===== src/brs_pkg.sv =====
// Purpose: constants for the board reset and boot-source block
// Assumes: 100 MHz clock
// Notes: debounce time is given in microseconds
`default_nettype none
package brs_pkg;
  localparam int CLK_MHZ = 100;
  localparam int DEBOUNCE_US = 5000;
  localparam int DEBOUNCE_CYC = DEBOUNCE_US * CLK_MHZ;
  localparam int CNT_W = 20;
  localparam int SYS_RST_N = 4;
  localparam int ISA_INIT_CYC = 16;
  localparam logic [3:0] DIV_MIN = 4'h3;
  localparam logic [3:0] DIV_MAX = 4'hF;
endpackage
`default_nettype wire


===== src/brs_top.sv =====
// Purpose: board reset generation and processor boot-data selection
// Assumes: all inputs synchronous to clk_i; one clock
// Notes: tristate pins are split into out and enable; bench resolves wire
// Summary of operation
// (RULE1) Processor-facing outputs stay undriven until supply monitor says power good.
// (RULE2) Supply-fail indication from the monitor feeds the reset logic.
// (RULE3) Separate reset outputs: processor group and rest-of-system group.
// (RULE4) Reset switch resets processor and system, no ISA init pulse.
// (RULE5) Board power-good low gives full init, including ISA devices.
// (RULE6) Enabled low fan-sense ORs with switch, driving processor power-good and reset.
// (RULE7) Internal reset buffered onto several system reset outputs.
// (RULE8) Serial ROM output-enable (low) selects the boot-data multiplexer input.
// (RULE9) Mux passes ROM or test-port data to processor boot-data input.
// (RULE10) Processor loads its first code serially from selected source.
// (RULE11) Test-port path stays usable afterwards as software serial line.
// (RULE12) Boot code picks firmware target from two jumper inputs.
// (RULE13) Switch and fan-sense debounced for milliseconds; only stable levels act.
// (RULE14) Processor irq pins carry clock divisor 3..15 during reset.
`default_nettype none
module brs_top
  import brs_pkg::*;
#(
  parameter int DEBOUNCE_CYCLES = DEBOUNCE_CYC,
  parameter int NUM_SYS_RST = SYS_RST_N,
  parameter logic [3:0] CLK_DIVISOR = 4'h4
)
(
  input wire logic clk_i,
  input wire logic sys_rst_i,
  input wire logic supply_good_i,
  input wire logic board_pwr_good_i,
  input wire logic reset_switch_n_i,
  input wire logic fan_ok_n_i,
  input wire logic fan_sense_en_i,
  input wire logic srom_oe_n_i,
  input wire logic real_srom_data_i,
  input wire logic test_srom_data_i,
  input wire logic test_srom_tx_i,
  input wire logic [3:0] cpu_irq_src_i,
  input wire logic jumper_a_i,
  input wire logic jumper_b_i,
  output logic cpu_dcok_o,
  output logic cpu_dcok_oe_o,
  output logic cpu_reset_n_o,
  output logic cpu_reset_n_oe_o,
  output logic srom_data_o,
  output logic srom_data_oe_o,
  output logic [3:0] cpu_irq_o,
  output logic cpu_irq_oe_o,
  output logic [NUM_SYS_RST-1:0] sys_reset_n_o,
  output logic isa_init_o,
  output logic test_srom_rx_o,
  output logic boot_target_jumper_a_o,
  output logic boot_target_jumper_b_o
);
  // -------------------------------------------------------------
  // state
  // -------------------------------------------------------------
  typedef struct packed
  {
    logic cpu_dcok;
    logic cpu_reset_n;
    logic pins_oe;
    logic srom_data;
    logic [3:0] cpu_irq;
    logic [NUM_SYS_RST-1:0] sys_reset_n;
    logic isa_init;
    logic [4:0] isa_cnt;
    logic test_rx;
    logic jmp_a;
    logic jmp_b;
  } brs_state_t;

  brs_state_t st;
  brs_state_t next_st;
  logic switch_n_stable;
  logic fan_n_stable;
  logic fan_fail;
  logic switch_press;
  logic power_fail;
  logic rst_req;

  // -------------------------------------------------------------
  // debounce of mechanical inputs
  // -------------------------------------------------------------
  brs_debounce #(.CYCLES(DEBOUNCE_CYCLES), .INIT(1'b1)) u_db_switch
  (
    .clk_i(clk_i),
    .sys_rst_i(sys_rst_i),
    .in_i(reset_switch_n_i),
    .out_o(switch_n_stable)
  ); // [RULE13]

  // starts at the fan-ok level so an enabled sense gives no false reset after sys_rst_i
  brs_debounce #(.CYCLES(DEBOUNCE_CYCLES), .INIT(1'b0)) u_db_fan
  (
    .clk_i(clk_i),
    .sys_rst_i(sys_rst_i),
    .in_i(fan_ok_n_i),
    .out_o(fan_n_stable)
  ); // [RULE13]

  // -------------------------------------------------------------
  // reset combination
  // -------------------------------------------------------------
  // fan_ok_n high means fan failed; only acts when sensing enabled
  assign fan_fail = fan_sense_en_i & fan_n_stable; // [RULE6]
  assign switch_press = ~switch_n_stable | fan_fail; // [RULE4] [RULE6]
  assign power_fail = ~supply_good_i; // [RULE2]
  assign rst_req = power_fail | ~board_pwr_good_i | switch_press; // [RULE3]

  always_comb
  begin
    next_st = st;
    next_st.pins_oe = supply_good_i; // [RULE1]
    next_st.cpu_dcok = ~rst_req; // [RULE3] [RULE6]
    next_st.cpu_reset_n = ~rst_req; // [RULE3] [RULE6]
    next_st.sys_reset_n = {NUM_SYS_RST{~rst_req}}; // [RULE7]
    // isa init on board power-good or supply loss, never on switch or fan
    if (~board_pwr_good_i | power_fail)
    begin
      next_st.isa_init = 1'b1; // [RULE5]
      next_st.isa_cnt = 5'(ISA_INIT_CYC);
    end
    else if (st.isa_cnt != 5'h00)
    begin
      next_st.isa_cnt = st.isa_cnt - 5'h01;
      next_st.isa_init = 1'b1; // [RULE5]
    end
    else
    begin
      next_st.isa_init = 1'b0; // [RULE4]
    end
    // boot data mux: oe low selects on-board rom
    next_st.srom_data = srom_oe_n_i ? test_srom_data_i : real_srom_data_i; // [RULE8] [RULE9]
    // once rom is idle the test port stays a plain serial line
    next_st.test_rx = test_srom_tx_i; // [RULE11]
    // divisor strapping held while reset asserted, then irq pass-through
    if (rst_req)
    begin
      if (CLK_DIVISOR < DIV_MIN)
      begin
        next_st.cpu_irq = DIV_MIN; // [RULE14]
      end
      else
      begin
        next_st.cpu_irq = CLK_DIVISOR; // [RULE14]
      end
    end
    else
    begin
      next_st.cpu_irq = cpu_irq_src_i;
    end
    next_st.jmp_a = jumper_a_i; // [RULE12]
    next_st.jmp_b = jumper_b_i; // [RULE12]
  end

  always_ff @(posedge clk_i)
  begin
    if (sys_rst_i)
    begin
      st <= '0;
      st.isa_init <= 1'b1;
      st.isa_cnt <= 5'(ISA_INIT_CYC);
    end
    else
    begin
      st <= next_st;
    end
  end

  // -------------------------------------------------------------
  // outputs
  // -------------------------------------------------------------
  assign cpu_dcok_o = st.cpu_dcok;
  assign cpu_dcok_oe_o = st.pins_oe;
  assign cpu_reset_n_o = st.cpu_reset_n;
  assign cpu_reset_n_oe_o = st.pins_oe;
  assign srom_data_o = st.srom_data;
  assign srom_data_oe_o = st.pins_oe;
  assign cpu_irq_o = st.cpu_irq;
  assign cpu_irq_oe_o = st.pins_oe;
  assign sys_reset_n_o = st.sys_reset_n;
  assign isa_init_o = st.isa_init;
  assign test_srom_rx_o = st.test_rx;
  assign boot_target_jumper_a_o = st.jmp_a;
  assign boot_target_jumper_b_o = st.jmp_b;
endmodule
`default_nettype wire


===== src/brs_debounce.sv =====
// Purpose: debounce one slow level input
// Assumes: input synchronous to clk_i
// Notes: output changes only after a full stable window
`default_nettype none
module brs_debounce
  import brs_pkg::*;
#(
  parameter int CYCLES = DEBOUNCE_CYC,
  parameter logic INIT = 1'b1
)
(
  input wire logic clk_i,
  input wire logic sys_rst_i,
  input wire logic in_i,
  output logic out_o
);
  typedef struct packed
  {
    logic [CNT_W-1:0] cnt;
    logic level;
  } brs_db_t;

  brs_db_t st;
  brs_db_t next_st;

  always_comb
  begin
    next_st = st;
    if (in_i == st.level)
    begin
      next_st.cnt = '0;
    end
    else if (st.cnt >= CNT_W'(CYCLES - 1))
    begin
      next_st.cnt = '0;
      next_st.level = in_i;
    end
    else
    begin
      next_st.cnt = st.cnt + 1'b1;
    end
  end

  always_ff @(posedge clk_i)
  begin
    if (sys_rst_i)
    begin
      st <= '{cnt: '0, level: INIT};
    end
    else
    begin
      st <= next_st;
    end
  end

  assign out_o = st.level;
endmodule
`default_nettype wire


===== config.mk =====
export PLATFORM = sky130hd
export DESIGN_NAME = brs_top
export DESIGN_NICKNAME = d
export VERILOG_FILES = /design/src/brs_pkg.sv /design/src/brs_top.sv /design/src/brs_debounce.sv
export SDC_FILE = /design/constraint.sdc
export NUM_CORES = 1
export LEC_CHECK = 0
export BUFFER_PORTS_ARGS = -buffer_cell sky130_fd_sc_hd__buf_2
export CAP_MARGIN = 20
export CELL_PAD_IN_SITES_DETAIL_PLACEMENT = 0
export CELL_PAD_IN_SITES_GLOBAL_PLACEMENT = 1
export CORE_UTILIZATION = 42
export DETAILED_ROUTE_END_ITERATION = 10
export GPL_TIMING_DRIVEN = 0
export PLACE_DENSITY_LB_ADDON = 0.1
export RECOVER_POWER = 100
export SYNTH_ARGS = -nofsm -noshare
export SYNTH_HDL_FRONTEND = slang
export SYNTH_SLANG_ARGS = --single-unit

===== constraint.sdc =====
create_clock -name clk_i -period 2.1 [get_ports clk_i]
set_input_delay 0.525 -clock clk_i [delete_from_list [all_inputs] [get_ports clk_i]]
set_output_delay 0.525 -clock clk_i [all_outputs]
set_load 0.01 [all_outputs]

=== After elaboration in Yosys (flattened, before gate mapping) ===
Index checks and enable logic that the tools add are counted.

* Flip-flop bits (word level): 59
* Input bits: 17
* Output and inout bits: 19
* Logic and storage cells: 42

* $add $sub $neg: 3
* $lt $le $gt $ge: 2
* Equality and inequality tests: 2
* Mux-type cells: 3
* Bitwise logic cells: 10
* Reduce and logical (&&, ||, !) cells: 7

{| class="wikitable"
|+ Operator list
! cell !! count
|-
| 20-bit by 1-bit adder with 20-bit output, second input constant || 2
|-
| 20-bit by 19-bit >= comparator with 1-bit output, second input constant || 2
|-
| 1-bit inverter || 6
|-
| 3-bit OR reduction || 2
|-
| 5-bit nonzero test || 1
|-
| 5-bit by 1-bit subtractor with 5-bit output, second input constant || 1
|-
| 2-bit AND reduction || 2
|-
| 2-bit OR reduction || 2
|-
| 3-bit 2-to-1 mux || 1
|-
| 1-bit OR || 3
|-
| 1-bit == test || 2
|-
| 1-bit 2-to-1 mux || 2
|-
| 1-bit AND || 1
|}

=== Longest topological paths before layout ===
Gate-level depths: netlist of the first run.

* Depth in word-level cells: 4
* Depth in mapped cells: 7

=== Cells and area by module ===
Synthesis of the first run repeated with hierarchy kept, for this count alone.

* Cell total of the unflattened synthesis: 282
* Area, all modules: 2566.2 µm²

{| class="wikitable"
|+ Modules (own cells, without submodules)
! module !! instances !! cells an instance !! area each (µm²) !! seq. area each (µm²)
|-
| brs_debounce (u_db_switch) || 1 || 109 || 960.9 || 420.4
|-
| brs_debounce (u_db_fan) || 1 || 109 || 955.9 || 420.4
|-
| brs_top || 1 || 64 || 649.4 || 320.3
|}

=== Least setup slack after synthesis of the first run ===
Ideal clock, no wire load.

* Path type: reg-to-reg
* From: register u_db_switch.st[1] (netlist name)
* To: register u_db_switch.st[17] (netlist name)
* Setup time: 0.066 ns
* Arrival time: 1.882 ns
* Path slack: 0.152 ns
* Stages on the path, launching flop included: 7
* Buffers on the path: 1
* Period minus slack after synthesis: 1.948 ns
* Cells stage by stage: dfxtp_1 ha_1 nand4_2 or4_1 buf_2 or4_4 a21oi_2

* Word-level cells in the longest chain between the ends: 2
* Elaborated cells between the ends (all ways): 3
* Those cells by class: add/sub (1); order compare (1); reduce/logical (1)

{| class="wikitable"
|+ Ends and longest elaborated chain
! item !! RTL line !! text
|-
| start: declaration || brs_debounce.sv:23 || <nowiki>brs_db_t st;</nowiki>
|-
| start signal: assignment || brs_debounce.sv:48 || <nowiki>st <= '{cnt: '0, level: INIT};</nowiki>
|-
| start signal: assignment || brs_debounce.sv:52 || <nowiki>st <= next_st;</nowiki>
|-
| 20-bit by 19-bit >= comparator with 1-bit output || brs_debounce.sv:33 || <nowiki>else if (st.cnt >= CNT_W'(CYCLES - 1))</nowiki>
|-
| 3-bit OR reduction (no source line) || n/a ||
|}

Several ways; a longest one is shown, not always the timed one.
A chain may end at the register's enable or synchronous reset.

=== Final worst setup path of the first run ===
Ends and elaborated chain as after synthesis.

==> results.toml, run 1 <==
[run_status]
status = "finished, final reports clean"

[place]
dp_hpwl_um = 3393
place_area_um2 = 2814
post-place-ws_ps = 37.06
globalplace.congestion = 0.7686
port_buffers = 35

[yosys]
synth-compound-area-share_pct = 8.014
syn_avg_cell_area_um2 = 8.746
yosys_register_bits = 58
synthCells = 291
yosys_warnings = 0
synthMuxAreaShare_pct = 1.180
synth_edf_count = 0
synth_top_family_by_area = "simple AND/OR/NAND/NOR gates"
synthesis.area_um2 = 2545
synth.distinct_cells = 33
synth_flop_cell = "dfxtp_1"
yosysSeqAreaShare_pct = 45.62
synthXorXnorAreaFrac_pct = 8.948
ys_async_sr_fraction_pct = 0
yosys.area_share.simple_pct = 27.48
synth_fa_ha_area_share_pct = 1.475

[grt]
grt_max_degree = 11
grt_pass1_wl_um = 8155
grt_pass1_vias = 1830
grt_overflow = 0
antenna_found_initial = 0
grt_usage_pct = 16.87

[detailed_routing]
drt_iter0_markers = 60
drcViolationCount = 0
wl_per_cell_um = 11.26
firstDrtPassIters = 4
via_per_inst = 4.942
drt-total-wl_um = 4673
via_count = 2051
ant_nets = 0

[power]
combPwrFrac_pct = 5.1
p_switching_w = 0.0004826
pwr-share-seq_pct = 50.4
switching_share_pct = 21.45
intPower_w = 0.001768
p_leak_nw = 1.057
ir_worst_vdd_mv = 0.3984
powerDensity_nw_per_um2 = 746.3
power_w = 0.002250
clockPowerShare_pct = 44.5

[worst_setup_path]
cp_slowest_stage_delay_ps = 520
cpMaxStageDelayCell = "or4_1"
crit_type = "flip-flop to flip-flop"
required_ps = 2370
path_cells = "ha_2 > nand4_4 > or4_1 > buf_2 > or4_4 > a21oi_2"
arrival_ps = 2280
path_max_fanout = 6
cp-end-kind = "flip-flop"
setup.worst_path.start_class = "flip-flop"

[final_layout]
fillers = 585
antennaDiodeCount = 0
drive_above_1_share_pct = 18.66
nNetsFinal = 358
synthToLayoutAreaGrowth_pct = 18.49
final_area_um2 = 3015

[cts]
htreeDepth = 3
numCtsBuffers = 9
clkTransAtPathRegs_ps = 60
cts_sinks = 58
cts_tree = "done"
clockBufferDepth = 2
root_buffer = "clkbuf_8"
clock_latency_ps = 330

[floorplanning]
dieArea_um2 = 6374
dieHeight_um = 79.84
start_util_pct = 44.84
core_area_um2 = 5675
fp.dieW_um = 79.84
io_pins = 36
fp-row-count = 27

[timing]
grt_setup_unrepaired = "no"
drv_slew = 0
fin_skew_ps = 7.756
finalWorstPathRequiredPeriod_ps = 2011
tns_ps = 0
fin_ws_ps = 88.61
hold_slack_ps = 395.2
hold_viol = 0
fmax_mhz = 497.2
fin_crit_sh_pct = 95.78
finalSetupViolCount = 0

[hold_path]
hold_path_class = "input port to flip-flop"

[flow_run]
cap_violations = 0
## state kept, by name (all words and copies together) (netlist names)
signal / cells
boot_target_jumper_a_o: 1
boot_target_jumper_b_o: 1
cpu_dcok_oe_o: 1
cpu_irq_o: 4
isa_init_o: 1
srom_data_o: 1
st: 5
sys_reset_n_o: 1
test_srom_rx_o: 1
u_db_fan.out_o: 1
u_db_fan.st: 20
u_db_switch.out_o: 1
u_db_switch.st: 20
## placed cells by master (no fill, tap or decap), types with 4 or more instances in the layout
master and n:
dfxtp_1 58, nand4_1 9, o21ai_0 8, nand3_1 14, clkbuf_8 14, or4_1 4, or3_1 13, o31ai_1 4
xnor2_1 17, buf_2 23, nor4_1 6, nor3_1 9, clkbuf_1 20, nor2_1 38, nand2_1 17, buf_4 8
a21oi_1 16, nand2b_1 4, inv_1 9, xor2_1 9, clkbuf_4 8, nor2b_1 4
## path summary, 6_finish.rpt
| kind | start | to | slack, ps | depth (start not counted) |
|---|---|---|---|---|
| max | u_db_switch.st[1] | u_db_switch.st[17] | 90 | 6 |
| min | cpu_irq_src_i[3] | cpu_irq_o[3] | 400 | 2 |
| max reg2reg | u_db_switch.st[1] | u_db_switch.st[17] | 90 | 6 |
| min reg2reg | u_db_fan.st[1] | u_db_fan.st[1] | 450 | 1 |
## layer usage
metal	vias up	share of wire (%)	GRT usage [%]
li1	1084	-	-
met3	6	6.5	7.771
met1	917	50	21.17
met5	-	0	0
met4	0	1.5	5.893
met2	44	42	25.30
## worst max-delay path, delay by kind of cell, from the launching register on
kind                       cells  cell delay, ps
and+or+nand+nor                3            1070
buffers and inverters          1             170
adders and majority gates      1             230
AOI/OAI and AO/OA              1             130
DFF                            1             350
## Yosys cell counts, drive strengths merged, types with 4 or more instances
cell type	instances	area share, %
a21oi	17	3.5
nor4	6	1.5
or3	13	3.2
o21ai	8	1.6
and2	6	1.5
nor2	38	5.6
or4	5	1.6
nand3	14	2.8
buf	17	4.9
inv	9	1.3
clkbuf	6	0.88
dfxtp	58	46
xor2	9	3.1
nor2b	4	0.98
nand2b	4	0.98
o31ai	4	1.2
nor3	10	2.0
nand4	10	2.7
nand2	17	2.5
xnor2	17	5.9
## power by group through the flow
stage | combinational (W) | clock, W | sequential (W)
final | 0.000115 | 0.00100 | 0.00113
after global routing | 0.000131 | 0.00109 | 0.00114
after CTS | 0.000121 | 0.00104 | 0.00113
after detailed placement | 0.000121 | 0 | 0.00116
after global placement | 0.000119 | 0 | 0.00116
after floorplan | 0.0000739 | 0 | 0.00116
## repair_timing
item	4_1_cts	5_1_grt
gates resized for setup	0	3
setup buffers	0	0
setup endpoints to repair	0	11
hold buffers	0	0
## layout make-up
| class | count | area [µm²] | area share, % |
|---|---|---|---|
| clock buffer | 15 | 196.4 | 6.515 |
| inverter | 9 | 33.78 | 1.120 |
| sequential | 58 | 1161 | 38.51 |
| clock inverter | 1 | 5.005 | 0.1660 |
| buffer | 23 | 147.6 | 4.896 |
| timing repair buffer | 35 | 158.9 | 5.270 |
| multi-input combinational | 202 | 1222 | 40.54 |
| tap | 72 | 90.09 | 2.988 |
## cells by family after synthesis
logic type / count (synthesis)
AO/OA/AOI/OAI: 34
XOR/XNOR: 26
adder cells (fa/ha/maj): 3
buffers and inverters: 32
flip-flops: 58
multiplexers: 3
other: 1
AND/OR/NAND/NOR: 134
## metrics by stage
step,util [%],std cells
after floorplan,-,292
after global placement,49.58,399
after detailed placement,49.58,399
after CTS,53.13,415
after global routing,53.13,415
final,53.13,415
(Power assumes the default switching activity.)
==> run 2: changes to the inputs <==
Settings changed: SETUP_SLACK_MARGIN from default to 0.3.
==> run 2 against run 1 <==
  * Non-clock buffer count up 18
  * Clock skew is 1.1 ps lower
  * Register-to-register slack better by 170 ps
  * Sequential cell count unchanged
  * Cell count grew 3.6%
  * Routed wire length grew 11%
  * Global-route usage rose by 0.20 points
  * Fmax grew 9.1%
  * Via count is 3.8% higher
  * Die area stayed put
  * Worst setup slack better by 170 ps
  * First-iteration DRC count unchanged
  * Critical endpoint is now u_db_fan.st[18]
==> results.toml, run 2 (synthesis gave the netlist of run 1 again) <==
[floorplanning]
start_util_pct = 44.84
fp-row-count = 27
core_area_um2 = 5675
io_pins = 36
dieHeight_um = 79.84
dieArea_um2 = 6374
fp.dieW_um = 79.84

[final_layout]
seqCellArea_um2 = 1182
antennaDiodeCount = 0
drive_above_1_share_pct = 28.77
layout_common_cells = "43 x dfxtp_1, 38 x nor2_1, 23 x buf_2"
final_area_um2 = 3286
multi_input_area_um2 = 1295
reg.largest.list = "u_db_fan.st (20), u_db_switch.st (20), st (5)"
nNetsFinal = 376
fillers = 526
synthToLayoutAreaGrowth_pct = 29.11
mostFrequentLayoutCell = "dfxtp_1"
final_util_pct = 57.89

[grt]
antenna_found_initial = 0
grt_overflow = 0
grt_pass1_vias = 1846
grt_max_degree = 11
grt_usage_pct = 17.07
grt_pass1_wl_um = 8252

[run_status]
status = "finished, final reports clean"

[timing]
tns_ps = 0
fin_crit_sh_pct = 87.80
finalWorstPathRequiredPeriod_ps = 1844
finalSetupViolCount = 0
drv_slew = 0
fmax_mhz = 542.4
hold_viol = 0
grt_setup_unrepaired = "yes"
fin_skew_ps = 6.680

[cts]
hold_buffers = 0
htreeDepth = 3
clockBufferDepth = 2
clkTransAtPathRegs_ps = 60
root_buffer = "clkbuf_8"
cts_sinks = 58
numCtsBuffers = 9
cts_tree = "done"
clock_latency_ps = 330

[worst_setup_path]
required_ps = 2310
arrival_ps = 2050
cp-end-kind = "flip-flop"
path_max_fanout = 6
crit_type = "flip-flop to flip-flop"
setup.worst_path.start_class = "flip-flop"

[place]
dp_hpwl_um = 3366
globalplace.congestion = 0.7724
place_area_um2 = 2844
port_buffers = 35

[power]
p_leak_nw = 1.199
powerDensity_nw_per_um2 = 653.9
ir_worst_vdd_mv = 0.4575

[detailed_routing]
drcViolationCount = 0
drt_iter0_markers = 60
wl_per_cell_um = 12.09
via_count = 2128
via_per_inst = 4.949
ant_nets = 0
drt-total-wl_um = 5200
firstDrtPassIters = 4

[hold_path]
hold_path_class = "input port to flip-flop"

[flow_run]
cap_violations = 0
==> run 2: changes by cell type in the layout (fill, tap and decap cells not counted), sizes merged <==
cell / change
clkbuf: +1
bufbuf: +1
buf: +14
clkinv: -1
==> run 2: layer usage <==
layer	routed length, µm	vias to the layer above	track usage, %
li1	-	1117	-
met1	2426	967	21.72
met5	0	-	0
met3	214	9	4.457
met2	2459	35	26.50
met4	100	0	8.571
==> run 2: final timing paths <==
| check | slack (ps) | depth (start not counted) | startpoint | endpoint |
|---|---|---|---|---|
| max reg2reg | 260 | 6 | u_db_fan.st[13] | u_db_fan.st[18] |
| min reg2reg | 450 | 2 | u_db_switch.st[19] | u_db_switch.st[19] |
| max | 260 | 6 | u_db_fan.st[13] | u_db_fan.st[18] |
| min | 390 | 2 | cpu_irq_src_i[3] | cpu_irq_o[3] |
==> run 2: through the flow <==
step	setup WS, ps	power, W	cells	hold slack (ps)
finish	256.2	0.002149	430	392.6
global route	173.6	0.002243	430	385.0
CTS	280.3	0.002179	429	384.0
detailed placement	151.7	0.001281	399	436.2
global placement	146.6	0.001278	399	430.9
floorplan	321.3	0.001234	292	417.5
==> run 2: worst max-delay path: stages, from the launching register on <==
cell and delay, ps:
dfxtp_1 360, or4b_1 530, nor3_1 270, a2111o_1 190, buf_6 110, clkbuf_1 190
a21oi_1 60
==> run 2: cell type report <==
class | instances | area share, %
repair buffers | 53 | 10.17
clock buffers | 13 | 4.836
inverters | 9 | 1.028
multi-input cells | 202 | 39.41
flip-flops and latches | 58 | 35.99
well taps | 72 | 2.742
plain buffers | 23 | 5.826
==> run 2: what timing repair did <==
item | CTS | global route
resized for setup | 21 | 28
pin swaps | 4 | 4
gates cloned | 1 | 0
buffers inserted | 16 | 1
endpoints found under the setup margin | 21 | 38
==> run 2: power by group <==
part	switching, W	total [W]	internal, W
clock network	0.000394	0.000868	0.000474
registers	0.0000126	0.00113	0.00112
logic	0.0000650	0.000148	0.0000828
total	0.000471	0.00215	0.00168
==> run 3: changes to the inputs <==
Clock period 2.1 ns to 1.8 ns, I/O delays scaled along.
==> run 3 against run 2 <==
  * Critical path type unchanged
  * Worst setup slack got worse by 280 ps
  * Routed wire length grew 7.9%
  * Critical endpoint is now u_db_switch.st[17]
  * The flow now finishes with violations (negative setup slack)
  * Count of clock-buffer cells in the layout up 1
  * Sequential share of layout area decreased by 3.2 points
==> results.toml, run 3 (synthesis gave the netlist of run 1 again) <==
[detailed_routing]
via_count = 2201
wl_per_cell_um = 12.69
firstDrtPassIters = 4
via_per_inst = 4.980
drcViolationCount = 0
drt_iter0_markers = 49
drt-total-wl_um = 5611
ant_nets = 0

[floorplanning]
fp.dieW_um = 79.84
fp-row-count = 27
start_util_pct = 44.84
dieHeight_um = 79.84
io_pins = 36
core_area_um2 = 5675
dieArea_um2 = 6374

[power]
ir_worst_vdd_mv = 0.4251
powerDensity_nw_per_um2 = 717.7
p_leak_nw = 1.361

[grt]
grt_usage_pct = 19.35
grt_overflow = 0
grt_pass1_wl_um = 9308
antenna_found_initial = 0
grt_pass1_vias = 2067
grt_max_degree = 11

[final_layout]
synthToLayoutAreaGrowth_pct = 44.64
mostFrequentLayoutCell = "buf_2"
antennaDiodeCount = 0
layout_common_cells = "29 x buf_2, 28 x dfxtp_1, 26 x buf_4, 26 x nor2_1, 26 x dfxtp_2"
final_util_pct = 64.86
reg.largest.list = "u_db_fan.st (20), u_db_switch.st (20), st (5)"
drive_above_1_share_pct = 47.84
nNetsFinal = 385

[cts]
hold_buffers = 0
htreeDepth = 3
clockBufferDepth = 2
root_buffer = "clkbuf_8"
clkTransAtPathRegs_ps = 60
cts_tree = "done"
numCtsBuffers = 9
cts_sinks = 58
clock_latency_ps = 340

[worst_setup_path]
cp-end-kind = "flip-flop"
r2r_slack_ps = -20
r2r-start = "u_db_switch.st[10]"
required_ps = 2070
r2r_end = "u_db_switch.st[17]"
crit_type = "flip-flop to flip-flop"
worst_r2r_path_depth = 6
path_max_fanout = 6
arrival_ps = 2090
setup.worst_path.start_class = "flip-flop"

[place]
dp_hpwl_um = 3386
globalplace.congestion = 0.7386
port_buffers = 35
post-place-ws_ps = -38.46

[timing]
finalSetupViolCount = 1
grt_setup_unrepaired = "yes"
hold_viol = 0
finalWorstPathRequiredPeriod_ps = 1820
slew_headroom_pct = 66.80
fin_crit_sh_pct = 101.1
tns_ps = -20.22
tightest_slew_ps = 493.5
drv_slew = 0
hold_slack_ps = 310.9
fin_skew_ps = 5.604
fin_ws_ps = -20.22
fmax_mhz = 549.4

[run_status]
violations = "negative setup slack"
status = "finished, violations left"

[hold_path]
hold_end = "cpu_irq_o[3]"
worstHoldStart = "cpu_irq_src_i[3]"
hold_path_class = "input port to flip-flop"
hold_depth = 2

[flow_run]
cap_violations = 0
run 3: cell types whose count changed in the layout (fill, tap and decap cells not counted), moves of 10 or more:
| cell | before | now |
|---|---|---|
| buf_4 | 14 | 26 |
| dfxtp_2 | 14 | 26 |
| buf_6 | 3 | 14 |
| dfxtp_1 | 43 | 28 |
| clkbuf_4 | 10 | 0 |
| nor2_1 | 38 | 26 |
run 3: stage by stage:
stage / instances / total power (W) / instance area (µm²)
2_1_floorplan: 292 / 0.001445 / 2673
3_3_place_gp: 399 / 0.001495 / 2938
3_5_place_dp: 399 / 0.001497 / 2938
4_1_cts: 434 / 0.002649 / 3468
5_1_grt: 442 / 0.002766 / 3681
6_report: 442 / 0.002642 / 3681
run 3: power by group:
group	internal (W)	switching, W	leakage [nW]
clock network	0.000609	0.000492	0.0965
logic	0.000127	0.0000938	0.777
registers	0.00130	0.0000160	0.488
total	0.00204	0.000602	1.36
run 3: cell type report:
| class | count | area (µm²) |
|---|---|---|
| fillers | 489 | 1994 |
| multi-input cells | 202 | 1493 |
| flip-flops and latches | 58 | 1209 |
| repair buffers | 62 | 471.7 |
| plain buffers | 23 | 201.4 |
| clock buffers | 14 | 172.7 |
| well taps | 72 | 90.09 |
| inverters | 9 | 33.78 |
| clock inverters | 2 | 10.01 |
run 3: routing by layer:
layer / up-vias / GRT usage [%] / part of all wire [%]
li1: 1136 / - / -
met4: 0 / 12.32 / 1.4
met1: 1015 / 24.14 / 48
met3: 6 / 4.343 / 4.6
met2: 44 / 29.91 / 46
met5: - / 0 / 0
run 3: worst max-delay path by stage:
stage                                   from            endpoint  slack, ps
after global placement     u_db_switch.st[1]  u_db_switch.st[17]         -3
after CTS                  u_db_switch.st[1]  u_db_switch.st[17]          1
after global routing      u_db_switch.st[10]  u_db_switch.st[17]        -60
after detailed placement   u_db_switch.st[1]  u_db_switch.st[17]        -40
after floorplan           u_db_switch.st[10]  u_db_switch.st[17]         70
final                     u_db_switch.st[10]  u_db_switch.st[17]        -20
run 3: repair_timing:
action | in CTS | in global routing
gates cloned | 3 | 0
pin swaps | 7 | 14
endpoints found under the setup margin | 39 | 44
resized for setup | 45 | 48
setup buffers | 16 | 8
run 3: critical path, cell delays in order, from the launching register on:
cell	delay, ps
dfxtp_2	340
buf_8	120
nand3_2	80
or4_4	540
buf_6	140
or4_4	410
a21oi_2	130
